`src/drc_cfg.svh`:
```
`ifndef DRC_CFG_SVH
`define DRC_CFG_SVH

// decade wraps after this code
`define DRC_LAST_CODE 4'h9
// cleared state of the stage bits
`define DRC_INIT_CODE 4'h0
// highest trigger rate in kHz
`define DRC_MAX_RATE_KHZ 100
// clock rate in kHz
`define DRC_CLK_KHZ 100000
// trigger period in clock cycles at the highest rate
`define DRC_MIN_PERIOD_CYC (`DRC_CLK_KHZ / `DRC_MAX_RATE_KHZ)

`endif

```
`src/drc_pkg.sv`:
```
package drc_pkg;

  typedef struct packed {
    logic [3:0] stage_true_out;
    logic [3:0] stage_complement_out;
  } drc_stage_out_t;

  typedef enum logic [1:0] {
    DRC_COUNTING,
    DRC_CLEARED
  } drc_mode_t;

endpackage

```
`src/drc_decade.sv`:
```
`timescale 1ns/1ps
`include "drc_cfg.svh"

module drc_decade
  import drc_pkg::*;
(
  core_clk,
  arst_n,
  count_step_input,
  clear_level_input,
  stage_out,
  top_stage_complement_out,
  count_mode
);
  input wire logic core_clk;
  input wire logic arst_n;
  input wire logic count_step_input;
  input wire logic clear_level_input;
  output drc_stage_out_t stage_out;
  output logic top_stage_complement_out;
  output drc_mode_t count_mode;

  // ---------------------------------------------------------------
  // input synchronisers
  // ---------------------------------------------------------------
  logic [1:0] step_sync_ff;
  logic step_prev_ff;
  logic [1:0] clear_sync_ff;
  logic step_rise;
  logic clear_now;

  always_ff @(posedge core_clk or negedge arst_n) begin
    if (!arst_n) begin
      step_sync_ff <= 2'h0;
      clear_sync_ff <= 2'h0;
      step_prev_ff <= 1'b0;
    end else begin
      step_sync_ff <= {step_sync_ff[0], count_step_input};
      clear_sync_ff <= {clear_sync_ff[0], clear_level_input};
      step_prev_ff <= step_sync_ff[1];
    end
  end

  // falling steps never count
  assign step_rise = step_sync_ff[1] & ~step_prev_ff;
  assign clear_now = clear_sync_ff[1];

  // ---------------------------------------------------------------
  // decade state
  // ---------------------------------------------------------------
  logic [3:0] count_ff;
  logic [3:0] nxt_count;
  drc_mode_t mode_ff;

  // 8-4-2-1 code; the gate skips codes A..F
  function automatic logic [3:0] drc_advance(input logic [3:0] code);
    if (code >= `DRC_LAST_CODE) begin
      drc_advance = `DRC_INIT_CODE;
    end else begin
      drc_advance = code + 4'h1;
    end
  endfunction

  always_comb begin
    nxt_count = count_ff;
    if (clear_now) begin
      nxt_count = `DRC_INIT_CODE;
    end else if (step_rise) begin
      nxt_count = drc_advance(count_ff);
    end
  end

  always_ff @(posedge core_clk or negedge arst_n) begin
    if (!arst_n) begin
      count_ff <= `DRC_INIT_CODE;
    end else begin
      count_ff <= nxt_count;
    end
  end

  always_ff @(posedge core_clk or negedge arst_n) begin
    if (!arst_n) begin
      mode_ff <= DRC_COUNTING;
    end else begin
      mode_ff <= clear_now ? DRC_CLEARED : DRC_COUNTING;
    end
  end

  // ---------------------------------------------------------------
  // outputs, registered
  // ---------------------------------------------------------------
  always_ff @(posedge core_clk or negedge arst_n) begin
    if (!arst_n) begin
      stage_out.stage_true_out <= 4'h0;
      stage_out.stage_complement_out <= 4'hF;
      top_stage_complement_out <= 1'b1;
    end else begin
      stage_out.stage_true_out <= nxt_count;
      stage_out.stage_complement_out <= ~nxt_count;
      // rises once per decade wrap, carry for the next decade
      top_stage_complement_out <= ~nxt_count[3];
    end
  end

  assign count_mode = mode_ff;

endmodule

```
`src/drc_decade_ripple_counter.sv`:
```
`timescale 1ns/1ps
`include "drc_cfg.svh"

module drc_decade_ripple_counter
  import drc_pkg::*;
(
  input wire logic core_clk,
  input wire logic arst_n,
  input wire logic count_step_input_first,
  input wire logic clear_level_input_first,
  input wire logic count_step_input_second,
  input wire logic clear_level_input_second,
  output drc_stage_out_t stage_out_first,
  output drc_stage_out_t stage_out_second,
  output logic top_stage_complement_out,
  output logic top_stage_complement_out_second,
  output drc_mode_t mode_first,
  output drc_mode_t mode_second
);

  // ---------------------------------------------------------------
  // two identical decades, no shared state
  // ---------------------------------------------------------------
  // 100 kHz trigger period is far longer than the sync latency, so no step is lost
  drc_decade u_first (
    .core_clk(core_clk),
    .arst_n(arst_n),
    .count_step_input(count_step_input_first),
    .clear_level_input(clear_level_input_first),
    .stage_out(stage_out_first),
    .top_stage_complement_out(top_stage_complement_out),
    .count_mode(mode_first)
  );

  drc_decade u_second (
    .core_clk(core_clk),
    .arst_n(arst_n),
    .count_step_input(count_step_input_second),
    .clear_level_input(clear_level_input_second),
    .stage_out(stage_out_second),
    .top_stage_complement_out(top_stage_complement_out_second),
    .count_mode(mode_second)
  );

endmodule

```
`config.mk`:
```
export PLATFORM = sky130hd
export DESIGN_NAME = drc_decade_ripple_counter
export DESIGN_NICKNAME = d
export VERILOG_FILES = /design/src/drc_pkg.sv /design/src/drc_decade.sv /design/src/drc_decade_ripple_counter.sv
export VERILOG_INCLUDE_DIRS = /design/src
export SDC_FILE = /design/constraint.sdc
export NUM_CORES = 1
export LEC_CHECK = 0
export ABC_AREA = 1
export ABC_CLOCK_PERIOD_IN_PS = 1400
export BUFFER_PORTS_ARGS = -buffer_cell sky130_fd_sc_hd__buf_2
export CAP_MARGIN = 40
export CORE_AREA = 2 2 51 53
export CTS_CLUSTER_DIAMETER = 100
export CTS_CLUSTER_SIZE = 20
export DETAILED_ROUTE_END_ITERATION = 16
export DIE_AREA = 0 0 53 55
export PLACE_DENSITY_LB_ADDON = 0.05
export SYNTH_ARGS = -nofsm -noshare
export SYNTH_HDL_FRONTEND = slang
export SYNTH_HIERARCHICAL = 1
export SYNTH_SLANG_ARGS = --single-unit
```
`constraint.sdc`:
```
create_clock -name core_clk -period 1.4 [get_ports core_clk]
set_input_delay 0.07 -clock core_clk [delete_from_list [all_inputs] [get_ports core_clk]]
set_output_delay 0.07 -clock core_clk [all_outputs]
set_load 0.02 [all_outputs]
```
==> reports/qor_table.md, run 1 <==
| Step | Result | Value |
|---|---|---|
| logic synthesis | Synthesized net count | 124 |
| flow run | Count of maximum capacitance violations | 0 |
| finish | Post-route insts no fill | 172 |
| worst setup path | Critical Path Fanout Max | 5 |
| worst setup path | Delay contributed by the slowest stage of the critical path | 420 ps |
| finish | Leading cell type in the layout, fill and taps excluded | sky130_fd_sc_hd__buf_2 |
| clock network | TritonCTS clock tree | built |
| clock network | Root buffer cell | sky130_fd_sc_hd__clkbuf_4 |
| placement | Port-buffer cells | 25 |
| sta | Final clock period utilization by the worst path | 0.882 |
| worst setup path | Critical-path top delay cell | sky130_fd_sc_hd__dfrtp_1 |
| finish | Fraction of layout cells with a size suffix above 1 | 0.331 |
| drt | Drt wl/cell | 10.7 µm |
| power and ir drop | Power density relative to cell area | 1010 mW/mm² |
| die | Die height | 55 µm |
| worst setup path | Data arrival time of the critical path | 1480 ps |
| sta | Pins over their slew limit | 0 |
| sta | Highest clock frequency the design can meet | 810 MHz |
| finish | Total number of nets in the final design | 155 |
| placement | Placed wire-length estimate | 1410 µm |
| clock network | CTS Buf Count | 3 |
| logic synthesis | Synth warnings | 6 |
| global route | Total track usage | 0.147 |
| drt | DRC | 0 |
| sta | Post-route clock skew | 2.50 ps |
| sta | Setup violators final | 0 |
| worst setup path | Number of cells on the worst reg-to-reg path | 6 |
| placement | Total placed instance area | 0.00130 mm² |
| global route | First-pass GRT wire length | 2990 µm |
| sta | Post-layout min period | 1240 ps |
| global route | Total congestion overflow after global routing | 0 |
| drt | Via density per instance | 4.61 |
| power and ir drop | Largest voltage drop on the vdd net | 0.685 mV |
| sta | Summed negative setup slack over all endpoints | 0 ps |
| die | Floorplan die area | 0.00292 mm² |
| drt | Via count of the routed design | 793 |
| finish | Final design utilization | 0.585 |
| worst setup path | CP cell instances | inv_1 -> ha_1 -> nand3b_1 -> nand2_2 -> nand2_4 -> nor2_1 |
| worst setup path | Critical Path Start Type | flop |
| finish | Final cell area excluding filler cells | 0.00138 mm² |
| sta | Unrepaired setup endpoints after global routing | false |
| logic synthesis | Portion of the post-synthesis area used by sequential elements | 0.611 |
| sta | Smallest hold slack | 263 ps |
| worst setup path | Worst path required time | 1650 ps |
| die | Number of rows in the core area | 18 |
| drt | Detailed Route Iter0 Violations | 12 |
| clock network | Worst-skew pair later-pin latency | 310 ps |
| sta | Pin slew with the least headroom to its limit | 567 ps |
| placement | Routability congestion estimate | 0.800 |
| placement | Placed cells | 163 |
| global route | Antenna violations before repair | 0 |
| logic synthesis | Post-synthesis cell count | 112 |
| worst setup path | Category of the worst setup path capture point | flop |
| finish | Ant. Diodes | 0 |
| outcome | Result of the run | finished clean |
| clock network | Clk buf depth | 2 |
| global route | Maximum number of pins on one net before global-route repair | 29 |
| sta | Slew margin rel. | 0.622 |
| clock network | Maximum level of the CTS H-tree | 1 |
| drt | Antenna-violating nets left | 0 |
| power and ir drop | Static power due to leakage | 0.682 nW |
| clock network | CTS sink count | 28 |
| finish | Area growth, synth to finish | 18.8% |
| sta | Hold Violations, Final | 0 |
| drt | First drt pass iteration count | 4 |
| die | Chip width | 53 µm |
| logic synthesis | Flip-flop and latch count after synthesis | 28 |
| global route | Via count of the first global-routing pass | 725 |
| logic synthesis | Synth unique cells | 15 |
| logic synthesis | Total standard cell area after synthesis | 0.00116 mm² |
| clock network | Clock input transition at the sequential cells of the worst setup and hold paths | 130 ps |
| logic synthesis | Mean instance size in the synthesized netlist | 10.4 µm² |
| worst setup path | Startpoint-to-endpoint class of the critical path | flop to flop |
| die | Starting density of the core | 0.492 |
| finish | Most frequent cells in the layout | 25 x sky130_fd_sc_hd__buf_2, 20 x sky130_fd_sc_hd__dfrtp_1, 18 x sky130_fd_sc_hd__inv_1, 16 x sky130_fd_sc_hd__nand2_1, 10 x sky130_fd_sc_hd__nor2_1 |
| clock network | Post-CTS sizing | 0 |
| worst hold path | HP Class | input pin to async pin |
| die | Number of placed I/O pins | 28 |
| die | Core region area | 0.00236 mm² |
| drt | Total Wirelength | 1840 µm |
-- through the flow --
stage                     setup WS (ps)  power, mW
final                               165       1.40
after global routing               34.3       1.48
after CTS                           159       1.43
after detailed placement            191       1.04
after global placement              238       1.03
after floorplan                     166      0.981
-- layout make-up --
cell class | count | area, µm²
clock buffers | 4 | 36.3
well taps | 30 | 37.5
repair buffers | 30 | 175
fillers | 207 | 982
flip-flops and latches | 28 | 711
inverters | 18 | 67.6
multi-input cells | 62 | 355
-- routing by layer --
metal	vias up	part of all wire	track usage
met2	22	0.50	0.252
met4	0	0.0081	0.0812
met5	-	0	0
met3	2	0.048	0.0323
li1	400	-	-
met1	369	0.45	0.173
-- flip-flops by register name, summed over array words and instances, names as in the netlist --
name / cells
u_second/step_sync_ff: 2
u_first/step_sync_ff: 2
u_first/stage_out: 8
u_first/count_mode: 1
u_first/step_prev_ff: 1
u_second/clear_sync_ff: 2
u_second/stage_out: 8
u_second/count_mode: 1
u_second/step_prev_ff: 1
u_first/clear_sync_ff: 2
-- repair_timing --
item,4_1_cts,5_1_grt
hold buffers,5,0
buffers inserted,0,0
endpoints found under the hold margin,24,0
-- Yosys cell counts --
cell	count	area, µm²
sky130_fd_sc_hd__nand2_1	16	60.1
sky130_fd_sc_hd__conb_1	2	7.51
sky130_fd_sc_hd__nor2_1	10	37.5
sky130_fd_sc_hd__nand2_2	4	25.0
sky130_fd_sc_hd__buf_4	4	30.0
sky130_fd_sc_hd__nand3b_1	2	15.0
sky130_fd_sc_hd__inv_1	18	67.6
sky130_fd_sc_hd__o21ai_0	2	10.0
sky130_fd_sc_hd__nand3_1	8	40.0
sky130_fd_sc_hd__nand4_1	6	37.5
sky130_fd_sc_hd__dfstp_2	8	210
sky130_fd_sc_hd__nand2_4	2	22.5
sky130_fd_sc_hd__ha_1	6	75.1
sky130_fd_sc_hd__nor2_2	4	25.0
sky130_fd_sc_hd__dfrtp_1	20	500
-- worst paths after layout --
kind                                                 from                   endpoint  slack [ps]
worst max-delay path                u_second/stage_out[5]      u_second/stage_out[5]         160
worst min-delay path                               arst_n       u_first/stage_out[6]         260
worst max register to register      u_second/stage_out[5]      u_second/stage_out[5]         160
worst min register to register  u_second/clear_sync_ff[0]  u_second/clear_sync_ff[1]         370
max in group asynchronous                          arst_n       u_first/stage_out[1]         770
min in group core_clk           u_second/clear_sync_ff[0]  u_second/clear_sync_ff[1]         370
-- where the power goes --
| group | internal (mW) | switching [mW] | leakage (nW) | total (mW) |
|---|---|---|---|---|
| combinational | 0.0548 | 0.107 | 0.328 | 0.162 |
| clock | 0.159 | 0.210 | 0.0210 | 0.369 |
| sequential | 0.849 | 0.0207 | 0.333 | 0.869 |
-- critical path, delay by kind of cell, from the launching register on --
| kind | cells | cell delay (ps) |
|---|---|---|
| flops | 1 | 420 |
| buf+inv | 1 | 90 |
| simple gates | 4 | 480 |
| fa+ha+maj | 1 | 180 |
-- cells by family (layout without fill, tap and decap cells) --
kind of cell	count (synthesis)	count (layout)	synth area share
AO/OA/AOI/OAI	2	2	0.00860
other	2	2	0.00645
buffers and inverters	22	52	0.0839
flip-flops	28	28	0.611
AND/OR/NAND/NOR	52	52	0.226
adder cells (fa/ha/maj)	6	6	0.0645
Note: power is estimated with default switching activity, not from simulation.
==> inputs of run 2 (changes only) <==
--- a/config.mk
+++ b/config.mk
@@ -10,11 +10,11 @@
 export ABC_CLOCK_PERIOD_IN_PS = 1400
 export BUFFER_PORTS_ARGS = -buffer_cell sky130_fd_sc_hd__buf_2
 export CAP_MARGIN = 40
-export CORE_AREA = 2 2 51 53
+export CORE_AREA = 2 2 61 63
 export CTS_CLUSTER_DIAMETER = 100
 export CTS_CLUSTER_SIZE = 20
 export DETAILED_ROUTE_END_ITERATION = 16
-export DIE_AREA = 0 0 53 55
+export DIE_AREA = 0 0 63 65
 export PLACE_DENSITY_LB_ADDON = 0.05
 export SYNTH_ARGS = -nofsm -noshare
 export SYNTH_HDL_FRONTEND = slang
==> run 2 against run 1 <==
  * Flip-flop and latch count stayed put
  * Global-route usage is 3.8 points lower
  * Utilization is 19 points lower
  * Critical endpoint is now u_first/stage_out[5]
  * Maximum frequency is 2.6% higher
  * Power is 3.2% lower
  * Largest cell class unchanged
  * Sequential share of layout area is 0.46 points lower
  * Final area is 0.90% higher
  * Hold slack better by 6.8 ps
  * Critical path depth is 1 lower
  * Final cell count is 10% higher
  * Clock power is 11% lower
  * Worst setup slack better by 32 ps
==> reports/qor_table.md, run 2 (synthesis gave the netlist of run 1 again) <==
| Step | Result | Value |
|---|---|---|
| outcome | Result of the run | finished clean |
| power and ir drop | Largest voltage drop on the vdd net | 0.525 mV |
| sta | Post-route clock skew | 3.47 ps |
| drt | DRC | 0 |
| finish | Total number of nets in the final design | 155 |
| drt | Antenna-violating nets left | 0 |
| finish | Final design utilization | 0.399 |
| drt | Drt wl/cell | 9.74 µm |
| clock network | CTS Buf Count | 3 |
| worst setup path | Startpoint-to-endpoint class of the critical path | flop to flop |
| worst setup path | Critical Path Start | u_first/stage_out[4] |
| sta | Setup violators final | 0 |
| drt | First drt pass iteration count | 4 |
| clock network | Worst-skew pair later-pin latency | 310 ps |
| flow run | Count of maximum capacitance violations | 0 |
| global route | Total congestion overflow after global routing | 0 |
| clock network | Clock input transition at the sequential cells of the worst setup and hold paths | 140 ps |
| finish | Ant. Diodes | 0 |
| die | Starting density of the core | 0.333 |
| die | Number of rows in the core area | 22 |
| finish | Most frequent cells in the layout | 25 x sky130_fd_sc_hd__buf_2, 20 x sky130_fd_sc_hd__dfrtp_1, 18 x sky130_fd_sc_hd__inv_1, 16 x sky130_fd_sc_hd__nand2_1, 10 x sky130_fd_sc_hd__nor2_1 |
| drt | Total Wirelength | 1850 µm |
| placement | Placed cells | 181 |
| sta | Summed negative setup slack over all endpoints | 0 ps |
| power and ir drop | Static power due to leakage | 0.676 nW |
| clock network | Root buffer cell | sky130_fd_sc_hd__clkbuf_4 |
| global route | Maximum number of pins on one net before global-route repair | 29 |
| worst setup path | Launch instance of the worst register-to-register path | u_first/stage_out[4] |
| worst setup path | Category of the worst setup path capture point | flop |
| finish | Area growth, synth to finish | 19.9% |
| placement | Total placed instance area | 0.00132 mm² |
| global route | Antenna violations before repair | 0 |
| placement | Port-buffer cells | 25 |
| die | Die height | 65 µm |
| placement | Routability congestion estimate | 0.812 |
| sta | Pin slew with the least headroom to its limit | 594 ps |
| sta | Pins over their slew limit | 0 |
| global route | First-pass GRT wire length | 3350 µm |
| clock network | TritonCTS clock tree | built |
| placement | Placed wire-length estimate | 1400 µm |
| finish | Fraction of layout cells with a size suffix above 1 | 0.324 |
| finish | Post-route insts no fill | 190 |
| sta | Final clock period utilization by the worst path | 0.860 |
| finish | Largest registers | u_first/stage_out: 8 flops, u_second/stage_out: 8 flops |
| clock network | Post-CTS sizing | 0 |
| die | Core region area | 0.00350 mm² |
| drt | Detailed Route Iter0 Violations | 22 |
| worst setup path | Critical Path Start Type | flop |
| drt | Via density per instance | 4.17 |
| worst setup path | Number of cells on the worst reg-to-reg path | 5 |
| power and ir drop | Power density relative to cell area | 971 mW/mm² |
| clock network | Post-CTS repair timing setup buffer count | 0 |
| die | Chip width | 63 µm |
| sta | Highest clock frequency the design can meet | 831 MHz |
| finish | Leading cell type in the layout, fill and taps excluded | sky130_fd_sc_hd__buf_2 |
| sta | Hold Violations, Final | 0 |
| finish | Final cell area excluding filler cells | 0.00140 mm² |
| worst setup path | CP cell instances | ha_1 -> nand3b_1 -> nand2_2 -> nand2_4 -> nor2_1 |
| worst setup path | Worst-case register-to-register setup slack | 200 ps |
| clock network | Cts hold-fix bufs | 5 |
| worst setup path | Delay contributed by the slowest stage of the critical path | 460 ps |
| die | Number of placed I/O pins | 28 |
| worst setup path | Worst path required time | 1660 ps |
| sta | Unrepaired setup endpoints after global routing | false |
| die | Floorplan die area | 0.00410 mm² |
| worst setup path | Worst R2R End | u_first/stage_out[5] |
| drt | Via count of the routed design | 793 |
| clock network | Clk buf depth | 2 |
| worst setup path | Critical Path Fanout Max | 6 |
| power and ir drop | Design Power | 1.35 mW |
| worst setup path | Data arrival time of the critical path | 1460 ps |
| sta | Slew margin rel. | 0.604 |
| global route | Via count of the first global-routing pass | 809 |
| clock network | CTS sink count | 28 |
| sta | Post-layout min period | 1200 ps |
| global route | Total track usage | 0.109 |
| worst hold path | HP Class | input pin to async pin |
| worst setup path | Critical-path top delay cell | sky130_fd_sc_hd__dfrtp_1 |
| worst setup path | Capturing instance or port of the critical path | u_first/stage_out[5] |
| clock network | Maximum level of the CTS H-tree | 1 |
[run 2: cell count changes in the layout (fill, tap and decap cells not counted)]
cell and delta:
sky130_fd_sc_hd__clkbuf_1 +1, sky130_fd_sc_hd__clkbuf_8 -1
[run 2: worst min-delay path by stage]
stage,startpoint,end,slack (ps),cells past startpoint
finish,arst_n,u_second/step_prev_ff,270,2
detailed placement,arst_n,u_second/step_prev_ff,130,1
global placement,arst_n,u_second/step_prev_ff,120,1
global route,arst_n,u_second/step_prev_ff,300,2
floorplan,arst_n,u_first/clear_sync_ff[0],-230,0
CTS,arst_n,u_first/stage_out[6],300,2
[run 2: per-layer routing]
metal | vias to the layer above | GRT usage | part of all wire
li1 | 398 | - | -
met1 | 377 | 0.114 | 0.42
met2 | 16 | 0.199 | 0.52
met3 | 2 | 0.0226 | 0.038
met4 | 0 | 0.0667 | 0.012
met5 | - | 0 | 0
[run 2: metrics by stage]
| step | worst slack [ps] | hold WS, ps |
|---|---|---|
| after floorplan | 166 | -226 |
| after global placement | 220 | 122 |
| after detailed placement | 211 | 127 |
| after CTS | 181 | 295 |
| after global routing | 37.4 | 304 |
| final | 197 | 269 |
[run 2: power by group]
| part | internal, mW | switching, mW | total, mW |
|---|---|---|---|
| combinational | 0.0544 | 0.103 | 0.158 |
| clock | 0.111 | 0.219 | 0.330 |
| sequential | 0.849 | 0.0186 | 0.867 |
| total | 1.01 | 0.340 | 1.35 |
[run 2: final cells by class]
class                   instances  area [µm²]
repair buffers                 30         175
multi-input cells              62         355
clock buffers                   4        26.3
fillers                       368        2100
flip-flops and latches         28         711
inverters                      18        67.6
well taps                      48        60.1
[run 2: critical path, delay by kind of cell, from the launching register on]
family | cells | cell delay, ps
flip-flops | 1 | 460
adder cells (fa/ha/maj) | 1 | 210
AND/OR/NAND/NOR | 4 | 470
